File: config.mk
export PLATFORM = sky130hd
export DESIGN_NAME = ppl_peer_end_flat
export DESIGN_NICKNAME = d
export VERILOG_FILES = /design/src/ppl_pkg.sv /design/src/ppl_link_if.sv /design/src/ppl_modem_end.sv /design/src/ppl_peer_end.sv /design/src/ppl_window_lock.sv /design/src/flat_wrapper.sv
export SDC_FILE = /design/constraint.sdc
export NUM_CORES = 1
export LEC_CHECK = 0
export BUFFER_PORTS_ARGS = -buffer_cell sky130_fd_sc_hd__buf_2
export CELL_PAD_IN_SITES_DETAIL_PLACEMENT = 1
export CELL_PAD_IN_SITES_GLOBAL_PLACEMENT = 2
export CORE_MARGIN = 4
export CORE_UTILIZATION = 39
export DETAILED_ROUTE_END_ITERATION = 16
export PLACE_DENSITY = 0.85
export SLEW_MARGIN = 10
export SYNTH_ARGS = -nofsm -noshare
export SYNTH_HDL_FRONTEND = slang
export SYNTH_SLANG_ARGS = --single-unit
File: constraint.sdc
create_clock -name CLK -period 3.7 [get_ports CLK]
set_clock_uncertainty 0.15 [all_clocks]
set_input_delay 0.74 -clock CLK [delete_from_list [all_inputs] [get_ports CLK]]
set_output_delay 0.74 -clock CLK [all_outputs]
set_load 0.05 [all_outputs]
File: src/ppl_pkg.sv
// Package for the ping-pong link configuration and window-lock logic.
// Assumes a single 100 MHz system clock shared by both ends.
package ppl_pkg;

   // ****************************************************************
   // Clock and timing
   // ****************************************************************
   localparam int          CLK_MHZ         = 100;
   localparam int          CYCLE_NS        = 10;
   // Nominal machine cycle of the ping-pong window, in clocks
   localparam logic [9:0]  MACH_NOM        = 10'h0_0C8;
   // Active lock shortens the cycle by 0.5 percent (one clock in 200)
   localparam logic [9:0]  MACH_SHORT      = 10'h0_0C7;
   localparam logic [9:0]  MACH_ZERO       = 10'h0_000;
   localparam logic [9:0]  MACH_ONE        = 10'h0_001;
   // Lock time budgets in milliseconds
   localparam int          ACTIVE_LOCK_MS  = 1000;
   localparam int          RANDOM_LOCK_MS  = 3000;
   localparam int          ARB_LOCK_MS     = 2000;
   // Cycles of the 100 MHz clock for the lock budgets
   localparam int          ACTIVE_LOCK_CYC = ACTIVE_LOCK_MS * 1000 * CLK_MHZ;
   localparam int          RANDOM_LOCK_CYC = RANDOM_LOCK_MS * 1000 * CLK_MHZ;
   localparam int          ARB_LOCK_CYC    = ARB_LOCK_MS * 1000 * CLK_MHZ;

   // ****************************************************************
   // Support-channel transition limits
   // ****************************************************************
   localparam logic [9:0]  WIN_SINGLE      = 10'h0_200;
   localparam logic [9:0]  WIN_DUAL        = 10'h0_080;
   localparam logic [9:0]  WIN_HALF        = 10'h0_080;
   localparam logic [1:0]  MAX_TRANS       = 2'h2;

   // ****************************************************************
   // Configuration codes
   // ****************************************************************
   localparam logic [2:0]  CFG_FD_DRIFT    = 3'h0;
   localparam logic [2:0]  CFG_FD_MEMORY   = 3'h1;
   localparam logic [2:0]  CFG_FD_RANDOM   = 3'h3;
   localparam logic [2:0]  CFG_SLV_ACTIVE  = 3'h5;
   localparam logic [2:0]  CFG_MST_DRIFT   = 3'h6;
   localparam logic [2:0]  CFG_FD_ACTIVE   = 3'h7;

   typedef enum logic [1:0] {PPL_FULL_DUPLEX, PPL_SLAVE, PPL_MASTER} ppl_clk_t;
   typedef enum logic [2:0] {PPL_DRIFT, PPL_ACTIVE, PPL_RANDOM, PPL_MEMORY,
                             PPL_RESERVED} ppl_lock_t;
   typedef enum logic [1:0] {PPL_SINGLE, PPL_DUAL, PPL_HALF} ppl_rate_t;

   // Memory-lock role stored on chip
   localparam logic        ROLE_DRIFT      = 1'b0;
   localparam logic        ROLE_ACTIVE     = 1'b1;
   // Maintenance channel counts
   localparam logic [2:0]  MAINT_ONE       = 3'h1;
   localparam logic [2:0]  MAINT_FOUR      = 3'h4;
   // LFSR seed for random lock (arbitrary, non-zero)
   localparam logic [15:0] LFSR_SEED       = 16'hACE1;
   localparam logic [15:0] LFSR_TAPS       = 16'hB400;

   // Decode of the configuration code, shared by both ends
   function automatic ppl_lock_t ppl_lock_of(input logic [2:0] code);
      unique case (code)
         CFG_FD_DRIFT, CFG_MST_DRIFT:   ppl_lock_of = PPL_DRIFT;
         CFG_FD_MEMORY:                 ppl_lock_of = PPL_MEMORY;
         CFG_FD_RANDOM:                 ppl_lock_of = PPL_RANDOM;
         CFG_SLV_ACTIVE, CFG_FD_ACTIVE: ppl_lock_of = PPL_ACTIVE;
         default:                       ppl_lock_of = PPL_RESERVED;
      endcase
   endfunction : ppl_lock_of

   function automatic ppl_clk_t ppl_clk_of(input logic [2:0] code);
      unique case (code)
         CFG_SLV_ACTIVE: ppl_clk_of = PPL_SLAVE;
         CFG_MST_DRIFT:  ppl_clk_of = PPL_MASTER;
         default:        ppl_clk_of = PPL_FULL_DUPLEX;
      endcase
   endfunction : ppl_clk_of

endpackage : ppl_pkg

File: src/ppl_link_if.sv
// Interface joining two ping-pong modem ends over the fibre.
// Assumes both ends run on the same clock; burst is one cycle wide.
`timescale 1ns/10ps
`default_nettype none
interface ppl_link_if;
   logic       burst_valid;   // Transmit burst present at the window slot
   logic [1:0] main_data;     // Main channel data, positive and negative rails
   logic [1:0] support_data;  // Support channel bits carried in phase
   logic       clock_tick;    // Transmit line clock tick carried for the DPLL
   logic       lock_role;     // Sender role for memory-lock arbitration

   modport near (output burst_valid, output main_data, output support_data,
                 output clock_tick, output lock_role);
   modport far  (input burst_valid, input main_data, input support_data,
                 input clock_tick, input lock_role);
endinterface : ppl_link_if
`default_nettype wire

File: src/ppl_modem_end.sv
// One end of a ping-pong modem pair: configuration decode, clock roles,
// support-channel transition shaping and in-phase framing. Same module
// serves both ends; the testbench joins two through ppl_link_if.
//
// Overview of operation
// - Single channel: two edges per 512 clocks
// - Dual channel: two edges per 128 own clocks
// - Half rate: two edges per 128 clocks
// - Back-to-back edges count as one
// - Main and support data travel in phase
// - Channel count select: one or four channels
// - Four channels only in maintenance mode
// - Decode six configuration codes
// - Full duplex: receive clock tracks far transmit
// - Slave: both clocks from far transmit
// - Slave needs direction selects tied low
// - Master: receive clock from own transmit
// - Machine cycle self-aligns to peer window
// - Drift lock fails at zero offset
// - Active lock shortens cycle by half percent
// - Active lock works at zero offset
// - Pair one drift and one active end
// - Random lock for identical peers: shared LFSR_SEED keeps their offset fixed
// - Memory lock arbitrates roles after reset
// - Memory role rerun at each window while unlocked
// - Frame select picks frame or maintenance
// - Never pair two active ends unlocked
`timescale 1ns/10ps
`default_nettype none
module ppl_modem_end
   import ppl_pkg::*;
(
   input  wire logic       CLK,
   input  wire logic       RST_N,
   input  wire logic       CE,
   ppl_link_if.near        TX_LINK,
   ppl_link_if.far         RX_LINK,
   input  wire logic [2:0] CONFIG_SELECT,
   input  wire logic [1:0] RATE_MODE,
   input  wire logic       FRAME_SEL,
   input  wire logic       MAINT_CHANNEL_COUNT_SEL,
   input  wire logic       TX_CLOCK_DIR_SEL,
   input  wire logic       MAINT_CLOCK_DIR_SEL,
   input  wire logic       TX_LINE_CLOCK_TICK,
   input  wire logic [1:0] MAIN_TX_DATA,
   input  wire logic [1:0] SUPPORT_IN_CH1_2,
   output logic [1:0]      MAIN_RX_DATA,
   output logic [1:0]      SUPPORT_OUT,
   output logic            TX_CLOCK_OUT,
   output logic            TX_CLOCK_OE,
   output logic            RX_LINE_CLOCK_TICK,
   output logic [2:0]      MAINT_CHANNELS,
   output logic            FRAME_ACTIVE,
   output logic            LOCKED,
   output logic            LOCK_ROLE,
   output logic            CONFIG_RESERVED,
   output logic            RATE_VIOLATION
);
   ppl_lock_t  lock_mode;
   ppl_clk_t   clk_mode;
   logic       win_tx;
   logic       tx_tick_src;
   logic [9:0] win_len;
   logic [1:0] sup_prev;
   logic [1:0] sup_edge;
   logic [1:0] edge_last;
   logic [9:0] win_cnt [2];
   logic [1:0] edge_cnt [2];
   logic [1:0] viol;
   logic [1:0] sup_hold;
   logic [1:0] main_hold;

   // ****************************************************************
   // Configuration decode
   // ****************************************************************
   // Reserved codes fall back to plain full duplex with drift lock
   assign lock_mode       = ppl_lock_of(CONFIG_SELECT);
   assign clk_mode        = ppl_clk_of(CONFIG_SELECT);
   assign CONFIG_RESERVED = (lock_mode == PPL_RESERVED);
   assign FRAME_ACTIVE    = FRAME_SEL;
   // Four maintenance channels exist only outside frame mode
   assign MAINT_CHANNELS  = (MAINT_CHANNEL_COUNT_SEL || FRAME_SEL) ? MAINT_ONE
                                                                   : MAINT_FOUR;

   // ****************************************************************
   // Clock relationships
   // ****************************************************************
   // Slave ignores the direction select: the system must tie it low
   assign TX_CLOCK_OE  = (clk_mode == PPL_SLAVE) || !TX_CLOCK_DIR_SEL;
   // Slave transmits on the far clock; others on their own clock
   assign tx_tick_src  = (clk_mode == PPL_SLAVE) ? RX_LINK.clock_tick
                                                 : TX_LINE_CLOCK_TICK;
   assign TX_CLOCK_OUT = tx_tick_src;

   // Receive tick: master loops its own transmit tick, others follow the
   // far-end tick one cycle late, so the average rates match exactly.
   // No pending store: it would turn two back-to-back ticks into three
   always_ff @(posedge CLK) begin
      if (!RST_N) begin
         RX_LINE_CLOCK_TICK <= 1'b0;
      end else if (CE) begin
         if (clk_mode == PPL_MASTER) begin
            RX_LINE_CLOCK_TICK <= TX_LINE_CLOCK_TICK;
         end else begin
            RX_LINE_CLOCK_TICK <= RX_LINK.clock_tick;
         end
      end
   end

   // ****************************************************************
   // Support-channel transition limits
   // ****************************************************************
   always_comb begin
      unique case (RATE_MODE)
         PPL_SINGLE: win_len = WIN_SINGLE;
         PPL_DUAL:   win_len = WIN_DUAL;
         default:    win_len = WIN_HALF;
      endcase
   end

   assign sup_edge = (SUPPORT_IN_CH1_2 ^ sup_prev) & {2{TX_LINE_CLOCK_TICK}};

   always_ff @(posedge CLK) begin
      if (!RST_N) begin
         sup_prev  <= 2'h0;
         edge_last <= 2'h0;
      end else if (CE && TX_LINE_CLOCK_TICK) begin
         sup_prev  <= SUPPORT_IN_CH1_2;
         edge_last <= sup_edge;
      end
   end

   // One window counter per channel; channel 2 is live only in dual mode
   for (genvar ch = 0; ch < 2; ch++) begin : g_limit
      always_ff @(posedge CLK) begin
         if (!RST_N) begin
            win_cnt[ch]  <= 10'h0_000;
            edge_cnt[ch] <= 2'h0;
            viol[ch]     <= 1'b0;
         end else if (CE && TX_LINE_CLOCK_TICK) begin
            if (win_cnt[ch] + MACH_ONE >= win_len) begin
               win_cnt[ch]  <= 10'h0_000;
               edge_cnt[ch] <= 2'h0;
            end else begin
               win_cnt[ch] <= win_cnt[ch] + MACH_ONE;
               // An edge right after an edge is folded into the first
               if (sup_edge[ch] && !edge_last[ch]) begin
                  if (edge_cnt[ch] == MAX_TRANS) begin
                     viol[ch] <= (ch == 0) || (RATE_MODE == PPL_DUAL);
                  end else begin
                     edge_cnt[ch] <= edge_cnt[ch] + 2'h1;
                  end
               end
            end
         end
      end
   end
   assign RATE_VIOLATION = |viol;

   // ****************************************************************
   // In-phase link framing
   // ****************************************************************
   // Main and support data are sampled together and sent in one burst
   always_ff @(posedge CLK) begin
      if (!RST_N) begin
         main_hold <= 2'h0;
         sup_hold  <= 2'h0;
      end else if (CE && tx_tick_src) begin
         main_hold <= MAIN_TX_DATA;
         sup_hold  <= (RATE_MODE == PPL_DUAL) ? SUPPORT_IN_CH1_2
                                             : {1'b0, SUPPORT_IN_CH1_2[0]};
      end
   end

   assign TX_LINK.burst_valid  = win_tx;
   assign TX_LINK.main_data    = main_hold;
   assign TX_LINK.support_data = sup_hold;
   assign TX_LINK.clock_tick   = tx_tick_src;
   assign TX_LINK.lock_role    = LOCK_ROLE;

   // Far-end side presents both together from one burst
   always_ff @(posedge CLK) begin
      if (!RST_N) begin
         MAIN_RX_DATA <= 2'h0;
         SUPPORT_OUT  <= 2'h0;
      end else if (CE && RX_LINK.burst_valid) begin
         MAIN_RX_DATA <= RX_LINK.main_data;
         SUPPORT_OUT  <= RX_LINK.support_data;
      end
   end

   // ****************************************************************
   // Window lock
   // ****************************************************************
   ppl_window_lock u_lock (
      .clk       (CLK),
      .rst_n     (RST_N),
      .ce        (CE),
      .lock_mode (lock_mode),
      .peer_seen (RX_LINK.burst_valid),
      .peer_role (RX_LINK.lock_role),
      .win_tx    (win_tx),
      .locked    (LOCKED),
      .role      (LOCK_ROLE)
   );
endmodule : ppl_modem_end
`default_nettype wire

File: src/ppl_peer_end.sv
// Either end of the pair: an identical peer modem. Wraps the same end
// logic, passing the link ports straight through. Assumes testbench joins two ifs.
`timescale 1ns/10ps
`default_nettype none
module ppl_peer_end
   import ppl_pkg::*;
(
   input  wire logic       CLK,
   input  wire logic       RST_N,
   input  wire logic       CE,
   ppl_link_if.near        TX_LINK,
   ppl_link_if.far         RX_LINK,
   input  wire logic [2:0] CONFIG_SELECT,
   input  wire logic [1:0] RATE_MODE,
   input  wire logic       FRAME_SEL,
   input  wire logic       MAINT_CHANNEL_COUNT_SEL,
   input  wire logic       TX_CLOCK_DIR_SEL,
   input  wire logic       MAINT_CLOCK_DIR_SEL,
   input  wire logic       TX_LINE_CLOCK_TICK,
   input  wire logic [1:0] MAIN_TX_DATA,
   input  wire logic [1:0] SUPPORT_IN_CH1_2,
   output logic [1:0]      MAIN_RX_DATA,
   output logic [1:0]      SUPPORT_OUT,
   output logic            TX_CLOCK_OUT,
   output logic            TX_CLOCK_OE,
   output logic            RX_LINE_CLOCK_TICK,
   output logic [2:0]      MAINT_CHANNELS,
   output logic            FRAME_ACTIVE,
   output logic            LOCKED,
   output logic            LOCK_ROLE,
   output logic            CONFIG_RESERVED,
   output logic            RATE_VIOLATION
);
   // Pairing rules are not enforced here; the testbench mate function
   // gives each end a legal partner code
   ppl_modem_end u_end (
      .CLK                     (CLK),
      .RST_N                   (RST_N),
      .CE                      (CE),
      .TX_LINK                 (TX_LINK),
      .RX_LINK                 (RX_LINK),
      .CONFIG_SELECT           (CONFIG_SELECT),
      .RATE_MODE               (RATE_MODE),
      .FRAME_SEL               (FRAME_SEL),
      .MAINT_CHANNEL_COUNT_SEL (MAINT_CHANNEL_COUNT_SEL),
      .TX_CLOCK_DIR_SEL        (TX_CLOCK_DIR_SEL),
      .MAINT_CLOCK_DIR_SEL     (MAINT_CLOCK_DIR_SEL),
      .TX_LINE_CLOCK_TICK      (TX_LINE_CLOCK_TICK),
      .MAIN_TX_DATA            (MAIN_TX_DATA),
      .SUPPORT_IN_CH1_2        (SUPPORT_IN_CH1_2),
      .MAIN_RX_DATA            (MAIN_RX_DATA),
      .SUPPORT_OUT             (SUPPORT_OUT),
      .TX_CLOCK_OUT            (TX_CLOCK_OUT),
      .TX_CLOCK_OE             (TX_CLOCK_OE),
      .RX_LINE_CLOCK_TICK      (RX_LINE_CLOCK_TICK),
      .MAINT_CHANNELS          (MAINT_CHANNELS),
      .FRAME_ACTIVE            (FRAME_ACTIVE),
      .LOCKED                  (LOCKED),
      .LOCK_ROLE               (LOCK_ROLE),
      .CONFIG_RESERVED         (CONFIG_RESERVED),
      .RATE_VIOLATION          (RATE_VIOLATION)
   );
endmodule : ppl_peer_end
`default_nettype wire

File: src/ppl_window_lock.sv
// Window lock engine: machine-cycle counter with drift, active, random
// and memory lock. Assumes peer_seen pulses when a peer burst lands.
`timescale 1ns/10ps
`default_nettype none
module ppl_window_lock
   import ppl_pkg::*;
(
   input  wire logic       clk,
   input  wire logic       rst_n,
   input  wire logic       ce,
   input  wire ppl_lock_t  lock_mode,
   input  wire logic       peer_seen,
   input  wire logic       peer_role,
   output logic            win_tx,
   output logic            locked,
   output logic            role
);
   logic [9:0]  phase;
   logic [9:0]  cycle_len;
   logic [15:0] lfsr;
   logic        shorten;

   // ****************************************************************
   // Cycle length selection
   // ****************************************************************
   // Memory lock repicks its role at each window until locked, acting as active or drift
   always_comb begin
      unique case (lock_mode)
         PPL_ACTIVE: shorten = !locked;
         PPL_RANDOM: shorten = !locked && lfsr[0];
         PPL_MEMORY: shorten = !locked && (role == ROLE_ACTIVE);
         default:    shorten = 1'b0;
      endcase
      cycle_len = shorten ? MACH_SHORT : MACH_NOM;
   end

   // Machine cycle phase; window opens at phase zero
   always_ff @(posedge clk) begin
      if (!rst_n) begin
         phase <= MACH_ZERO;
      end else if (ce) begin
         phase <= (phase + MACH_ONE >= cycle_len) ? MACH_ZERO : phase + MACH_ONE;
      end
   end
   assign win_tx = (phase == MACH_ZERO);

   // Lock when the peer burst lands mid-cycle, the receive slot
   always_ff @(posedge clk) begin
      if (!rst_n) begin
         locked <= 1'b0;
      end else if (ce && peer_seen) begin
         locked <= (phase == (MACH_NOM >> 1));
      end
   end

   // Random sequence; both ends load LFSR_SEED, so identical peers run it in step
   always_ff @(posedge clk) begin
      if (!rst_n) begin
         lfsr <= LFSR_SEED;
      end else if (ce && win_tx) begin
         lfsr <= {1'b0, lfsr[15:1]} ^ (lfsr[0] ? LFSR_TAPS : 16'h0000);
      end
   end

   // Memory role: rerun at each window while unlocked, held between windows and once locked
   always_ff @(posedge clk) begin
      if (!rst_n) begin
         role <= ROLE_DRIFT;
      end else if (ce && lock_mode == PPL_MEMORY && !locked && win_tx) begin
         // Arbitration: take a random role (lfsr bit 1) unless the peer already claims active
         role <= (peer_role == ROLE_ACTIVE) ? ROLE_DRIFT : lfsr[1];
      end
   end
endmodule : ppl_window_lock
`default_nettype wire
File: src/flat_wrapper.sv
// flat-port wrapper written by rule: the top's interface ports become plain ports
module ppl_peer_end_flat import ppl_pkg::*;
  (CLK, RST_N, CE, CONFIG_SELECT, RATE_MODE, FRAME_SEL, MAINT_CHANNEL_COUNT_SEL, TX_CLOCK_DIR_SEL, MAINT_CLOCK_DIR_SEL, TX_LINE_CLOCK_TICK, MAIN_TX_DATA, SUPPORT_IN_CH1_2, MAIN_RX_DATA, SUPPORT_OUT, TX_CLOCK_OUT, TX_CLOCK_OE, RX_LINE_CLOCK_TICK, MAINT_CHANNELS, FRAME_ACTIVE, LOCKED, LOCK_ROLE, CONFIG_RESERVED, RATE_VIOLATION, TX_LINK_burst_valid, TX_LINK_main_data, TX_LINK_support_data, TX_LINK_clock_tick, TX_LINK_lock_role, RX_LINK_burst_valid, RX_LINK_main_data, RX_LINK_support_data, RX_LINK_clock_tick, RX_LINK_lock_role);
  ppl_link_if TX_LINK_i ();
  ppl_link_if RX_LINK_i ();
  input  wire logic CLK;
  input  wire logic RST_N;
  input  wire logic CE;
  input  wire logic [2:0] CONFIG_SELECT;
  input  wire logic [1:0] RATE_MODE;
  input  wire logic FRAME_SEL;
  input  wire logic MAINT_CHANNEL_COUNT_SEL;
  input  wire logic TX_CLOCK_DIR_SEL;
  input  wire logic MAINT_CLOCK_DIR_SEL;
  input  wire logic TX_LINE_CLOCK_TICK;
  input  wire logic [1:0] MAIN_TX_DATA;
  input  wire logic [1:0] SUPPORT_IN_CH1_2;
  output logic [1:0] MAIN_RX_DATA;
  output logic [1:0] SUPPORT_OUT;
  output logic TX_CLOCK_OUT;
  output logic TX_CLOCK_OE;
  output logic RX_LINE_CLOCK_TICK;
  output logic [2:0] MAINT_CHANNELS;
  output logic FRAME_ACTIVE;
  output logic LOCKED;
  output logic LOCK_ROLE;
  output logic CONFIG_RESERVED;
  output logic RATE_VIOLATION;
  output wire logic [$bits(TX_LINK_i.burst_valid)-1:0] TX_LINK_burst_valid;
  output wire logic [$bits(TX_LINK_i.main_data)-1:0] TX_LINK_main_data;
  output wire logic [$bits(TX_LINK_i.support_data)-1:0] TX_LINK_support_data;
  output wire logic [$bits(TX_LINK_i.clock_tick)-1:0] TX_LINK_clock_tick;
  output wire logic [$bits(TX_LINK_i.lock_role)-1:0] TX_LINK_lock_role;
  input wire logic [$bits(RX_LINK_i.burst_valid)-1:0] RX_LINK_burst_valid;
  input wire logic [$bits(RX_LINK_i.main_data)-1:0] RX_LINK_main_data;
  input wire logic [$bits(RX_LINK_i.support_data)-1:0] RX_LINK_support_data;
  input wire logic [$bits(RX_LINK_i.clock_tick)-1:0] RX_LINK_clock_tick;
  input wire logic [$bits(RX_LINK_i.lock_role)-1:0] RX_LINK_lock_role;
  assign TX_LINK_burst_valid = TX_LINK_i.burst_valid;
  assign TX_LINK_main_data = TX_LINK_i.main_data;
  assign TX_LINK_support_data = TX_LINK_i.support_data;
  assign TX_LINK_clock_tick = TX_LINK_i.clock_tick;
  assign TX_LINK_lock_role = TX_LINK_i.lock_role;
  assign RX_LINK_i.burst_valid = RX_LINK_burst_valid;
  assign RX_LINK_i.main_data = RX_LINK_main_data;
  assign RX_LINK_i.support_data = RX_LINK_support_data;
  assign RX_LINK_i.clock_tick = RX_LINK_clock_tick;
  assign RX_LINK_i.lock_role = RX_LINK_lock_role;
  ppl_peer_end u_core (.CLK(CLK), .RST_N(RST_N), .CE(CE), .TX_LINK(TX_LINK_i), .RX_LINK(RX_LINK_i), .CONFIG_SELECT(CONFIG_SELECT), .RATE_MODE(RATE_MODE), .FRAME_SEL(FRAME_SEL), .MAINT_CHANNEL_COUNT_SEL(MAINT_CHANNEL_COUNT_SEL), .TX_CLOCK_DIR_SEL(TX_CLOCK_DIR_SEL), .MAINT_CLOCK_DIR_SEL(MAINT_CLOCK_DIR_SEL), .TX_LINE_CLOCK_TICK(TX_LINE_CLOCK_TICK), .MAIN_TX_DATA(MAIN_TX_DATA), .SUPPORT_IN_CH1_2(SUPPORT_IN_CH1_2), .MAIN_RX_DATA(MAIN_RX_DATA), .SUPPORT_OUT(SUPPORT_OUT), .TX_CLOCK_OUT(TX_CLOCK_OUT), .TX_CLOCK_OE(TX_CLOCK_OE), .RX_LINE_CLOCK_TICK(RX_LINE_CLOCK_TICK), .MAINT_CHANNELS(MAINT_CHANNELS), .FRAME_ACTIVE(FRAME_ACTIVE), .LOCKED(LOCKED), .LOCK_ROLE(LOCK_ROLE), .CONFIG_RESERVED(CONFIG_RESERVED), .RATE_VIOLATION(RATE_VIOLATION));
endmodule
## Word-level counts from Yosys, hierarchy flattened

Memory sizes are Yosys's and may differ from the RTL's.
Cells that the tools add are included.
Widths: inputs -> output; s select.

| cells by class | value |
|---|---|
| $add $sub $neg | 5 |
| magnitude comparators | 3 |
| equality and inequality tests | 15 |
| multiplexer cells | 49 |
| bitwise operators | 13 |
| reductions and logical operators | 25 |

Operators by type and width:

| kind | number |
|---|---|
| $mux 10 | 6 |
| $mux 1 | 32 |
| $add 10x1->10 const B | 3 |
| $ge 10x10->1 | 3 |
| $mux 16 | 1 |
| $xor 15x16->16 | 1 |
| $eq 3x3->1 const B | 4 |
| $pmux 3 s4 | 1 |
| $logic_and 1x1->1 | 11 |
| $eq 10x7->1 const B | 1 |
| $logic_not 10->1 | 1 |
| $mux 2 | 5 |
| $eq 3x2->1 const B | 3 |
| $or 1x1->1 | 8 |
| $reduce_and 4->1 | 2 |
| $eq 2x2->1 const B | 3 |
| $eq 3x1->1 const B | 2 |
| $reduce_or 2->1 | 3 |
| $add 2x1->2 const B | 2 |
| $eq 2x1->1 const B | 2 |
| $logic_not 1->1 | 4 |
| $mux 4 | 1 |
| $pmux 2 s2 | 1 |
| $logic_not 3->1 | 1 |
| 7 further kinds | 9 |

| word-level totals | value |
|---|---|
| register bits | 43 |
| RAM bits | 24 |
| input bits | 24 |
| memories kept | 2 |

Memory list:

| memory | words | bits a word | read ports | clocked after Yosys merged registers in | wr ports | line | source |
|---|---|---|---|---|---|---|---|
| u_core.u_end.win_cnt | 2 | 10 | 2 | 0 | 2 | ppl_modem_end.sv:67 | `logic [9:0] win_cnt [2];` |
| u_core.u_end.edge_cnt | 2 | 2 | 2 | 0 | 2 | ppl_modem_end.sv:68 | `logic [1:0] edge_cnt [2];` |

## Longest topological paths before layout

Gate-level depths: netlist of run 1.

| depth | value |
|---|---|
| word-level depth | 9 |
| gate-level depth with buffers | 12 |

## Hierarchy

Synthesis of run 1 repeated with hierarchy kept, for this count alone.

| unflattened totals | value |
|---|---|
| cell total of the unflattened synthesis | 392 |
| area, all modules | 3754.9 sq um |

By module, submodules not included:

| module | instances | cells each | area each (sq um) | sequential area each (sq um) |
|---|---|---|---|---|
| ppl_modem_end | 1 | 227 | 2273.4 | 1021.0 |
| ppl_window_lock | 1 | 165 | 1481.4 | 560.5 |

## Worst setup path after synthesis of run 1

No wires, ideal clock.

| path | value |
|---|---|
| path kind | input port to flip-flop |
| start point | input CONFIG_SELECT[1] |
| end point | register u_core.u_end.u_lock.phase[1] |
| setup time | 0.076 ns |
| arrival | 2.506 ns |
| required time | 3.474 ns |
| setup slack | 0.968 ns |
| cell stages on the path | 11 |
| buffers on the path | 0 |
| cells stage by stage | nor2b_1 -> a211oi_1 -> or2_2 -> inv_1 -> ha_1 -> nand2b_1 -> a211oi_1 -> o211ai_1 -> o22ai_2 -> nand4_1 -> a21boi_0 |

| between the ends | value |
|---|---|
| word-level cells in the longest chain between the ends | 8 |
| elaborated cells between the ends (all ways) | 16 |
| classes of those cells | order compare (1); eq/ne (8); mux (4); reduce/logical (3) |

RTL lines:

| what | line | source |
|---|---|---|
| from (decl) | flat_wrapper.sv:9 | `input wire logic [2:0] CONFIG_SELECT;` |
| $eq 3x3->1 / $logic_not 3->1 (equally long branches) | ppl_pkg.sv:60 | `unique case (code)` |
| $reduce_or 2->1 | ppl_pkg.sv:60 |  |
| $pmux 3 s4 * | ppl_pkg.sv:60 |  |
| $eq 3x2->1 / $eq 3x1->1 (equally long branches) | ppl_window_lock.sv:28 | `unique case (lock_mode)` |
| $pmux 1 s3 * | ppl_window_lock.sv:28 |  |
| $mux 4 * | ppl_window_lock.sv:34 | `cycle_len = shorten ? MACH_SHORT : MACH_NOM;` |
| $ge 10x10->1 * | ppl_window_lock.sv:42 | `phase <= (phase + MACH_ONE >= cycle_len) ? MACH_ZERO : phase + MACH_ONE;` |
| $mux 10 * | ppl_window_lock.sv:42 |  |
| to (signal assigned) | ppl_window_lock.sv:42 |  |
| to (decl) | ppl_window_lock.sv:18 | `logic [9:0] phase;` |

Mark *: on every way between the ends. The rest lies on a longest branch, timed or not.
A chain may end at the register's enable or synchronous reset.

==> results of run 1 <==
==> cells in the mapped netlist, types with 2 or more instances <==
master and instances:
dfxtp_1 43, a32oi_1 2, a31oi_1 5, nor4_1 6
clkbuf_1 9, edfxtp_1 24, nand3_1 26, o21ai_0 4
a21oi_1 2, or2_2 5, buf_6 5, nor2_1 25
nor2b_1 13, nor3_1 11, buf_4 6, o22ai_1 5
and2_1 5, xor2_1 6, nand2_1 60, ha_1 16
nand2b_1 8, o211a_1 4, o211ai_1 4, and4_1 3
nand4_1 9, mux2i_1 5, buf_2 5, xnor2_1 21
inv_1 17, or4_1 3, nor4b_1 2, a21boi_0 18
a211oi_1 3, nand3b_1 2
==> metal layers <==
| layer | wire length [um] | track usage [%] |
|---|---|---|
| met5 | 0 | 0 |
| met4 | 127 | 5.90 |
| met3 | 341 | 3.89 |
| met2 | 3760 | 24.7 |
| met1 | 3770 | 19.3 |
==> power breakdown <==
part	leakage, nW	switching [mW]	internal (mW)
Combinational	0.881	0.148	0.0844
Sequential	0.607	0.0332	0.804
Clock	0.115	0.301	0.372
==> flip-flops by register name (all words and copies together) (netlist names), 4 cells and up <==
signal,count
u_core.u_end.win_cnt,20
u_core.u_end.u_lock.lfsr,16
u_core.u_end.u_lock.phase,10
u_core.u_end.edge_cnt,4
==> critical path, cell delays in order, from the launching register on <==
cell and delay (ns):
edfxtp_1 0.48, nand3_1 0.16, nor2_1 0.20, nand4_1 0.16, xnor2_1 0.23, ha_1 0.28
nand3_1 0.08, nor3_1 0.07, or4_1 0.75, nor3_1 0.22
==> final cells by class <==
type | count | area [sq um] | share of cell area, %
multi-input cells | 290 | 1860 | 45.5
flip-flops and latches | 67 | 1580 | 38.6
repair buffers | 45 | 230 | 5.62
clock buffers | 11 | 163 | 3.97
well taps | 111 | 139 | 3.39
inverters | 17 | 63.8 | 1.56
clock inverters | 5 | 57.6 | 1.40
==> stage by stage <==
step / setup slack [ns] / instance area (sq um) / utilization [%]
6_report: 0.742 / 4100 / 44.6
5_1_grt: 0.442 / 4100 / 44.6
4_1_cts: 0.677 / 4100 / 44.6
3_5_place_dp: 0.467 / 3880 / 42.2
3_3_place_gp: 0.525 / 3880 / 42.2
2_1_floorplan: 0.968 / 3670 / -
==> cell usage in the layout (no fill, tap or decap), types with 3 or more instances in the layout <==
master / count
a211oi_1: 3
a21boi_0: 18
a31oi_1: 5
and2_1: 5
and4_1: 3
buf_2: 43
clkbuf_8: 10
dfxtp_1: 43
edfxtp_1: 24
ha_1: 16
inv_1: 17
mux2i_1: 5
nand2_1: 60
nand2b_1: 8
nand3_1: 26
nand4_1: 9
nor2_1: 25
nor2b_1: 13
nor3_1: 11
nor4_1: 6
o211a_1: 4
o211ai_1: 4
o21ai_0: 4
o22ai_1: 5
or2_2: 5
or4_1: 3
xnor2_1: 21
xor2_1: 6
==> logic make-up after synthesis <==
logic type | Yosys count
AND/OR/NAND/NOR | 187
buffers and inverters | 42
other | 1
multiplexers | 7
XOR/XNOR | 27
AO/OA/AOI/OAI | 52
adder cells (fa/ha/maj) | 16
flip-flops | 67
==> worst max path at each step <==
stage	endpoint	slack, ns
after floorplan	u_core.u_end.u_lock.phase[1]	0.97
after global placement	u_core.u_end.u_lock.phase[5]	0.53
after detailed placement	u_core.u_end.u_lock.phase[6]	0.47
after CTS	u_core.u_end.edge_cnt[0][0]	0.68
after global routing	u_core.u_end.edge_cnt[0][0]	0.44
final	u_core.u_end.edge_cnt[1][0]	0.74
==> impl_metrics.csv, run 1 <==
group,metric,value,unit
yosys,seq_area_frac_synth,43.1,%
sta,setup_viol,0,
pwr,p_leak,1.60,nW
yosys,async_flop_share,0,%
sta,drv_slew,0,
critical_path,r2r-end,"u_core.u_end.edge_cnt[1][0]",
yosys,synth_edf_count,24,
yosys,synth_compound_area_share,10.5,%
drt,antenna_left,0,
sta,rsz0062_at_grt,"false",
drt,drc,0,
yosys,ys_ff_latch,67,
drt,routed-via-count,2894,
floorplanning,fp.dieW,105,um
floorplanning,fp.dieArea,11000,sq um
critical_path,startpoint,"u_core.u_end.win_cnt[1][3]",
cts,clk_latency,0.35,ns
yosys,synth.area.top_cells,"dfxtp_1 (23%), edfxtp_1 (20%), nand2_1 (6.1%)",
critical_path,regToRegSetupSlack,0.74,ns
placed_design,port_buffers,43,
global_route,overflow,0,
critical_path,r2r_cells,9,
cells_and_area,stdcell_count,546,
sta,hold_viol,0,
cells_and_area,fillers,1082,
critical_path,path_class,"register to register",
sta,tightest_slew,0.569,ns
hold_path,min_path_cells,2,
critical_path,cp.arrival,2.99,ns
yosys,synth-xor-area-share,6.45,%
yosys,synth_top_family_by_area,"simple AND/OR/NAND/NOR gates",
cts,htreeDepth,3,
floorplanning,fp.coreArea,9200,sq um
cells_and_area,drive_above_1_share,17.5,%
cts,cts.sinks,67,
critical_path,r2r-start,"u_core.u_end.win_cnt[1][3]",
floorplanning,die_y,105,um
floorplanning,pin_count,46,
sta,max_slew_margin,62.0,%
sta,max_freq,0.338,GHz
yosys,post-synth-top-area-fraction,23.5,%
yosys,yosysWarnings,0,
yosys,synth.area.mux_share,1.98,%
floorplanning,start_util,39.9,%
yosys,synthesis.area,3670,sq um
hold_path,hp-class,"register to register",
drt,wl_per_cell,14.7,um
global_route,grt_pass1_wl,13600,um
hold_path,hp-start,"u_core.u_end.viol[0]",
cts,cts_setup_buffers,0,
critical_path,path_max_fanout,12,
critical_path,crit_required,3.73,ns
hold_path,hold_end,"u_core.u_end.viol[0]",
global_route,first_global_vias,2971,
sta,fin_tns_setup,0,ns
cells_and_area,final_nets,470,
cells_and_area,antenna_cells,0,
sta,post-route-period-util,79.9,%
drt,drt-pass1-iter-count,4,
global_route,antenna_found_initial,0,
yosys,synth_area_leader_cell,"dfxtp_1",
yosys,synthAdderAreaFrac,5.46,%
sta,timing.hold.ws,0.292,ns
cells_and_area,areaGrowthSynthToFinish,11.7,%
job,drv_cap,0,
yosys,syn_avg_cell_area,9.19,sq um
critical_path,end_kind,"register",
pwr,ir_drop,175,uV
yosys,synth_cells,399,
cts,cts_buffer_depth,2,
cts,cts_tree,"done",
drt,routed_via_density,5.30,
global_route,grt.total_usage,15.2,%
critical_path,worst_setup_path_start_kind,"register",
placed_design,dp_hpwl,5800,um
pwr,powerDensity,425,nW/um^2
pwr,total_power,1.74,mW
yosys,synth_cell_types,51,
sta,fin_crit,2.96,ns
cts,cts_buffers,9,
run_status,status,"finished clean",
cts,clk_pin_slew,0.08,ns
placed_design,gp_congestion,0.793,
drt,routed_wl,8000,um
drt,drt_first_iter_violations,73,
cts,cts_root_buffer,"clkbuf_8",
cts,cts_resized,0,
placed_design,placed_cells,530,
yosys,synth-simple-area-share,26.3,%
yosys,synthesis.nets,439,
global_route,grt_max_degree,37,
floorplanning,fp-row-count,35,
yosys,synth_ff_type,"dfxtp_1",
cts,ctsHoldBuffers,0,
(Power assumes the default switching activity.)
==> inputs of run 2 (changes only) <==
- CORE_UTILIZATION: 39 -> 36
- PLACE_DENSITY: 0.85 -> 0.8
- clock period: 3.7 -> 2.9 ns (I/O delays scaled with it)
==> run 2 against run 1 <==
Effect of this change: sequential share of layout area decreased by 2.2 points; global-route usage hardly changed; flip-flop and latch count stayed put; combinational power rose by 41%; die area rose by 7.7%; wire length is 5.1% higher; non-clock buffer count grew 22; highest routed layer unchanged; critical path depth increased by 1; total power increased by 37%.
==> impl_metrics.csv, run 2 (synthesized netlist as in run 1, its figures left out) <==
group,metric,value,unit
cts,cts_root_buffer,"clkbuf_8",
sta,hold_viol,0,
critical_path,r2r-start,"u_core.u_end.win_cnt[1][1]",
placed_design,post-place-ws,0.0351,ns
hold_path,min_path_cells,2,
cells_and_area,regMostFlops,"u_core.u_end.win_cnt",
critical_path,r2r-end,"u_core.u_end.win_cnt[1][5]",
pwr,p_leak,1.73,nW
sta,layout_setup_ws,0.186,ns
critical_path,path_max_fanout,6,
critical_path,crit_required,2.96,ns
drt,wl_met3,263,um
placed_design,gp_congestion,0.785,
drt,wl_per_cell,14.3,um
global_route,first_global_vias,3113,
sta,rsz0062_at_grt,"false",
sta,fin_tns_setup,0,ns
critical_path,cp.arrival,2.78,ns
pwr,total_power,2.38,mW
critical_path,path_class,"register to register",
critical_path,worst_setup_path_start_kind,"register",
drt,dr_wl_met2,4040,um
floorplanning,die_y,109,um
floorplanning,pin_count,46,
cells_and_area,antenna_cells,0,
pwr,ir_drop,228,uV
cts,cts_tree,"done",
run_status,status,"finished clean",
drt,routed-via-count,2948,
critical_path,startpoint,"u_core.u_end.win_cnt[1][1]",
pwr,powerDensity,547,nW/um^2
critical_path,regToRegSetupSlack,0.19,ns
drt,wl_met1,3950,um
cts,cts_buffers,9,
cts,cts_buffer_depth,2,
drt,drt-pass1-iter-count,4,
drt,routed_via_density,5.00,
cts,ctsHoldBuffers,0,
sta,post-route-period-util,93.6,%
floorplanning,fp.dieArea,11900,sq um
drt,routed_wl,8410,um
cts,clk_pin_slew,0.08,ns
floorplanning,fp.dieW,109,um
placed_design,port_buffers,43,
critical_path,end_kind,"register",
cts,htreeDepth,3,
sta,fin_crit,2.71,ns
sta,setup_viol,0,
drt,top_layer,"met4",
global_route,grt_pass1_wl,14300,um
critical_path,crit_end,"u_core.u_end.win_cnt[1][5]",
sta,tightest_slew,0.546,ns
global_route,overflow,0,
global_route,antenna_found_initial,0,
floorplanning,start_util,37.2,%
placed_design,dp_hpwl,6250,um
hold_path,hp-class,"register to register",
cells_and_area,regArea,1580,sq um
sta,max_slew_margin,63.6,%
sta,timing.hold.ws,0.308,ns
drt,drc,0,
global_route,grt_max_degree,36,
global_route,grt.total_usage,15.2,%
floorplanning,fp.coreArea,9860,sq um
cts,cts.sinks,67,
cells_and_area,areaGrowthSynthToFinish,18.5,%
sta,drv_slew,0,
critical_path,r2r_cells,10,
floorplanning,fp-row-count,36,
sta,max_freq,0.368,GHz
cells_and_area,final_common_cell,"nand2_1",
job,drv_cap,0,
cells_and_area,largest_reg_flops,20,
cells_and_area,top_regs,"u_core.u_end.win_cnt (20), u_core.u_end.u_lock.lfsr (16), u_core.u_end.u_lock.phase (10)",
cells_and_area,drive_above_1_share,22.1,%
drt,antenna_left,0,
drt,drt_first_iter_violations,87,
cells_and_area,multiInputGateArea,1880,sq um
cts,clk_latency,0.34,ns
cells_and_area,final_cell_mix,"nand2_1 (60), buf_2 (43), dfxtp_1 (43), nand3_1 (26)",
cells_and_area,fillers,1161,
cells_and_area,final_nets,492,
-- run 2: changes by cell type in the layout (fill, tap and decap cells not counted), sizes merged --
cell	delta
clkinv	-2
buf	+22
bufinv	+1
clkbuf	+1
-- run 2: worst max-delay path: stages (launching register included) --
cell	delay (ns)
edfxtp_1	0.39
nand3_2	0.11
nor2_1	0.20
nand4_1	0.18
xnor2_2	0.23
ha_1	0.27
nand3_1	0.08
nor3_1	0.07
or4_1	0.59
buf_4	0.20
nor2_1	0.11
-- run 2: power breakdown --
group | internal, mW | switching [mW] | leakage (nW)
logic | 0.126 | 0.201 | 0.992
registers | 1.03 | 0.0361 | 0.607
clock network | 0.614 | 0.375 | 0.133
-- run 2: timing repair --
action / in CTS / in global routing
resized for setup: 0 / 3
setup buffers: 0 / 3
setup endpoints to repair: 0 / 16
-- run 2: worst min path at each step --
stage                                             from                           end  slack, ns
after floorplan                   u_core.u_end.viol[0]          u_core.u_end.viol[0]       0.27
after CTS                         u_core.u_end.viol[0]          u_core.u_end.viol[0]       0.31
final                             u_core.u_end.viol[0]          u_core.u_end.viol[0]       0.31
after detailed placement          u_core.u_end.viol[0]          u_core.u_end.viol[0]       0.30
after global placement            u_core.u_end.viol[0]          u_core.u_end.viol[0]       0.29
after global routing      u_core.u_end.MAIN_RX_DATA[1]  u_core.u_end.MAIN_RX_DATA[1]       0.34
-- run 2: layer usage --
metal	vias up	track usage, %
met3	11	2.72
met5	-	0
met2	45	25.7
met4	0	6.67
li1	1497	-
met1	1395	18.8
-- run 2: stage by stage --
| step | util (%) | cells | area [sq um] |
|---|---|---|---|
| final | 44.1 | 590 | 4350 |
| after global routing | 44.1 | 590 | 4350 |
| after CTS | 43.7 | 587 | 4310 |
| after detailed placement | 41.0 | 571 | 4050 |
| after global placement | 41.0 | 571 | 4050 |
| after floorplan | - | 399 | 3670 |
-- run 2: cell type report --
type / count / area share (%)
inverters: 17 / 1.47
clock inverters: 4 / 1.73
well taps: 133 / 3.83
repair buffers: 67 / 9.09
clock buffers: 12 / 4.32
flip-flops and latches: 67 / 36.4
multi-input cells: 290 / 43.2
==> inputs of run 3 (changes only) <==
- CORE_UTILIZATION: 36 -> 37
- SYNTH_HIERARCHICAL: unset -> 1
==> run 3 against run 2 <==
Effect of this change: non-clock buffer count is 3 higher; final cell count increased by 0.51%; largest cell class unchanged; critical path type is now primary input to register; sequential power hardly changed; synthesized cell count fell by 1.8%; setup slack got worse by 0.11 ns; wire length grew 12%; clock power fell by 11%; via count up 4.4%.
==> impl_metrics.csv, run 3 <==
group,metric,value,unit
run_status,status,"finished clean",
drt,wl_met1,4430,um
cells_and_area,largest_reg_flops,20,
sta,layout_setup_ws,0.0777,ns
critical_path,r2r-end,"u_core/u_end/edge_cnt[1][0]",
cells_and_area,regArea,1580,sq um
global_route,antenna_found_initial,0,
pwr,ir_drop,236,uV
cells_and_area,final_common_cell,"buf_2",
yosys,synth_cell_types,59,
sta,max_slew_margin,64.6,%
yosys,synth_ff_type,"dfxtp_1",
sta,rsz0062_at_grt,"true",
critical_path,end_kind,"register",
yosys,synth.area.top_cells,"dfxtp_1 (23%), edfxtp_1 (19%), ha_1 (5.3%)",
sta,hold_viol,0,
critical_path,worst_setup_path_start_kind,"primary input",
drt,antenna_left,0,
cts,clk_latency,0.35,ns
critical_path,path_class,"primary input to register",
yosys,ys_ff_latch,67,
drt,dr_wl_met2,4530,um
yosys,synth-xor-area-share,5.83,%
yosys,seq_area_frac_synth,42.1,%
cts,cts_buffers,9,
cells_and_area,drive_above_1_share,25.9,%
pwr,powerDensity,505,nW/um^2
drt,drt-pass1-iter-count,4,
critical_path,regToRegSetupSlack,0.11,ns
placed_design,dpl_cell_area,4200,sq um
floorplanning,fp.dieW,109,um
critical_path,crit_required,3.03,ns
sta,tightest_slew,0.531,ns
cells_and_area,multiInputGateArea,2090,sq um
yosys,synth_area_leader_cell,"dfxtp_1",
yosys,synthesis.nets,432,
pwr,p_leak,1.88,nW
yosys,async_flop_share,0,%
cells_and_area,areaGrowthSynthToFinish,21.3,%
sta,post-route-period-util,97.3,%
cells_and_area,top_regs,"u_core/u_end/win_cnt (20), u_core/u_end/u_lock/lfsr (16), u_core/u_end/u_lock/phase (10)",
sta,fin_crit,2.82,ns
drt,top_layer,"met4",
hold_path,hp-class,"register to register",
placed_design,gp_congestion,0.806,
placed_design,dp_hpwl,6930,um
cells_and_area,antenna_cells,0,
sta,drv_slew,0,
cells_and_area,fillers,1184,
floorplanning,start_util,38.2,%
job,drv_cap,0,
critical_path,crit_end,"u_core/u_end/u_lock/phase[5]",
floorplanning,fp.dieArea,11800,sq um
cts,cts_buffer_depth,2,
yosys,synth.area.mux_share,5.36,%
cells_and_area,regMostFlops,"u_core/u_end/win_cnt",
floorplanning,pin_count,46,
yosys,synthAdderAreaFrac,5.33,%
floorplanning,fp-row-count,36,
global_route,grt_pass1_wl,15200,um
drt,drc,0,
drt,wl_per_cell,16.0,um
critical_path,cp_cell_sequence,"buf_2 > a21boi_2 > nand3b_1 > a211o_1 > inv_1 > ha_1 > o21ai_0 > a21oi_1 > o41ai_4 > buf_6 > nand4_2 > o22ai_1",
yosys,synth_common_cells,"dfxtp_1 (43), nand2_1 (41), edfxtp_1 (24)",
cts,cts_root_buffer,"clkbuf_8",
global_route,first_global_vias,3148,
critical_path,r2r_cells,10,
yosys,synth-simple-area-share,24.5,%
drt,wl_met3,290,um
critical_path,startpoint,"CONFIG_SELECT[0]",
sta,setup_viol,0,
drt,routed_wl,9460,um
cells_and_area,stdcell_area,4550,sq um
cts,cts_tree,"done",
global_route,grt_max_degree,48,
critical_path,cp.arrival,2.95,ns
cells_and_area,final_cell_mix,"buf_2 (43), dfxtp_1 (42), nand2_1 (41), buf_4 (26), edfxtp_1 (24)",
floorplanning,die_y,109,um
yosys,synth_top_family_by_area,"simple AND/OR/NAND/NOR gates",
yosys,synth_edf_count,24,
yosys,synth_cells,392,
cts,htreeDepth,3,
global_route,grt.total_usage,16.4,%
critical_path,path_max_fanout,8,
drt,routed-via-count,3077,
yosys,syn_avg_cell_area,9.58,sq um
drt,routed_via_density,5.19,
cts,cts.sinks,67,
sta,max_freq,0.354,GHz
floorplanning,fp.coreArea,9820,sq um
yosys,post-synth-top-area-fraction,22.9,%
yosys,yosysMostFrequentCell,"dfxtp_1",
global_route,overflow,0,
cts,clk_pin_slew,0.08,ns
critical_path,r2r-start,"u_core/u_end/win_cnt[1][0]",
critical_path,critical_path.slowest_cell,"o41ai_4",
placed_design,post-place-ws,-0.384,ns
placed_design,port_buffers,43,
critical_path,slowest_delay,0.39,ns
yosys,synthesis.area,3750,sq um
drt,drt_first_iter_violations,56,
cells_and_area,final_nets,495,
yosys,synth_compound_area_share,12.3,%
yosys,yosysWarnings,6,
cts,ctsHoldBuffers,0,
==> run 3: cell count changes after synthesis, moves of 5 or more <==
cell / before / now
nand2_1: 60 / 41
mux2i_1: 5 / 19
a21boi_0: 18 / 10
and3_1: 0 / 7
o21ai_0: 4 / 9
nor2b_1: 13 / 22
==> run 3: worst min path at each step <==
stage / from / cells past startpoint / to
after floorplan: u_core/u_end/viol[0] / 2 / u_core/u_end/viol[0]
after global placement: u_core/u_end/viol[0] / 2 / u_core/u_end/viol[0]
after detailed placement: u_core/u_end/viol[0] / 2 / u_core/u_end/viol[0]
after CTS: u_core/u_end/viol[0] / 2 / u_core/u_end/viol[0]
after global routing: u_core/u_end/viol[0] / 2 / u_core/u_end/viol[0]
final: u_core/u_end/viol[0] / 2 / u_core/u_end/viol[0]
==> run 3: final cells by class <==
cell class | instances | area share [%]
Clock buffer | 13 | 4.67
Clock inverter | 3 | 0.440
Inverter | 17 | 1.40
Tap cell | 133 | 3.65
Sequential cell | 67 | 34.8
Multi-Input combinational cell | 290 | 45.8
Timing Repair Buffer | 70 | 9.26
==> run 3: power by group <==
group          internal [mW]  switching [mW]  total [mW]
Sequential              1.03          0.0391        1.06
Combinational          0.140           0.214       0.354
Clock                  0.493           0.390       0.883
==> run 3: kinds of logic after synthesis <==
kind of cell,Yosys count
flip-flops,67
AND/OR/NAND/NOR,172
XOR/XNOR,25
buffers and inverters,35
other,1
multiplexers,20
AO/OA/AOI/OAI,56
adder cells (fa/ha/maj),16
==> run 3: timing repair <==
item / 4_1_cts / 5_1_grt
setup buffers: 0 / 5
pin swaps: 1 / 8
resized for setup: 1 / 16
hold endpoints to repair: 0 / 0
endpoints found under the setup margin: 4 / 24
==> run 3: per-layer routing <==
metal  vias up  track usage [%]
met3        14             2.90
met2        59             28.1
met1      1479             20.3
met4         0             7.21
met5         -                0
li1       1525                -
==> run 3: worst max-delay path: cells and delay by family <==
family,cells,cell delay (ns)
buf+inv,3,0.40
simple gates,2,0.32
fa+ha+maj,1,0.22
compound gates,6,1.43
==> run 3: metrics by stage <==
step / instances / setup TNS, ns / power, mW / hold WS, ns / utilization, %
2_1_floorplan: 392 / 0 / 1.32 / 0.270 / -
3_3_place_gp: 572 / -0.552 / 1.42 / 0.291 / 42.8
3_5_place_dp: 572 / -2.42 / 1.43 / 0.292 / 42.8
4_1_cts: 588 / 0 / 2.32 / 0.303 / 45.2
5_1_grt: 593 / -0.0412 / 2.41 / 0.321 / 46.4
6_report: 593 / 0 / 2.30 / 0.303 / 46.4
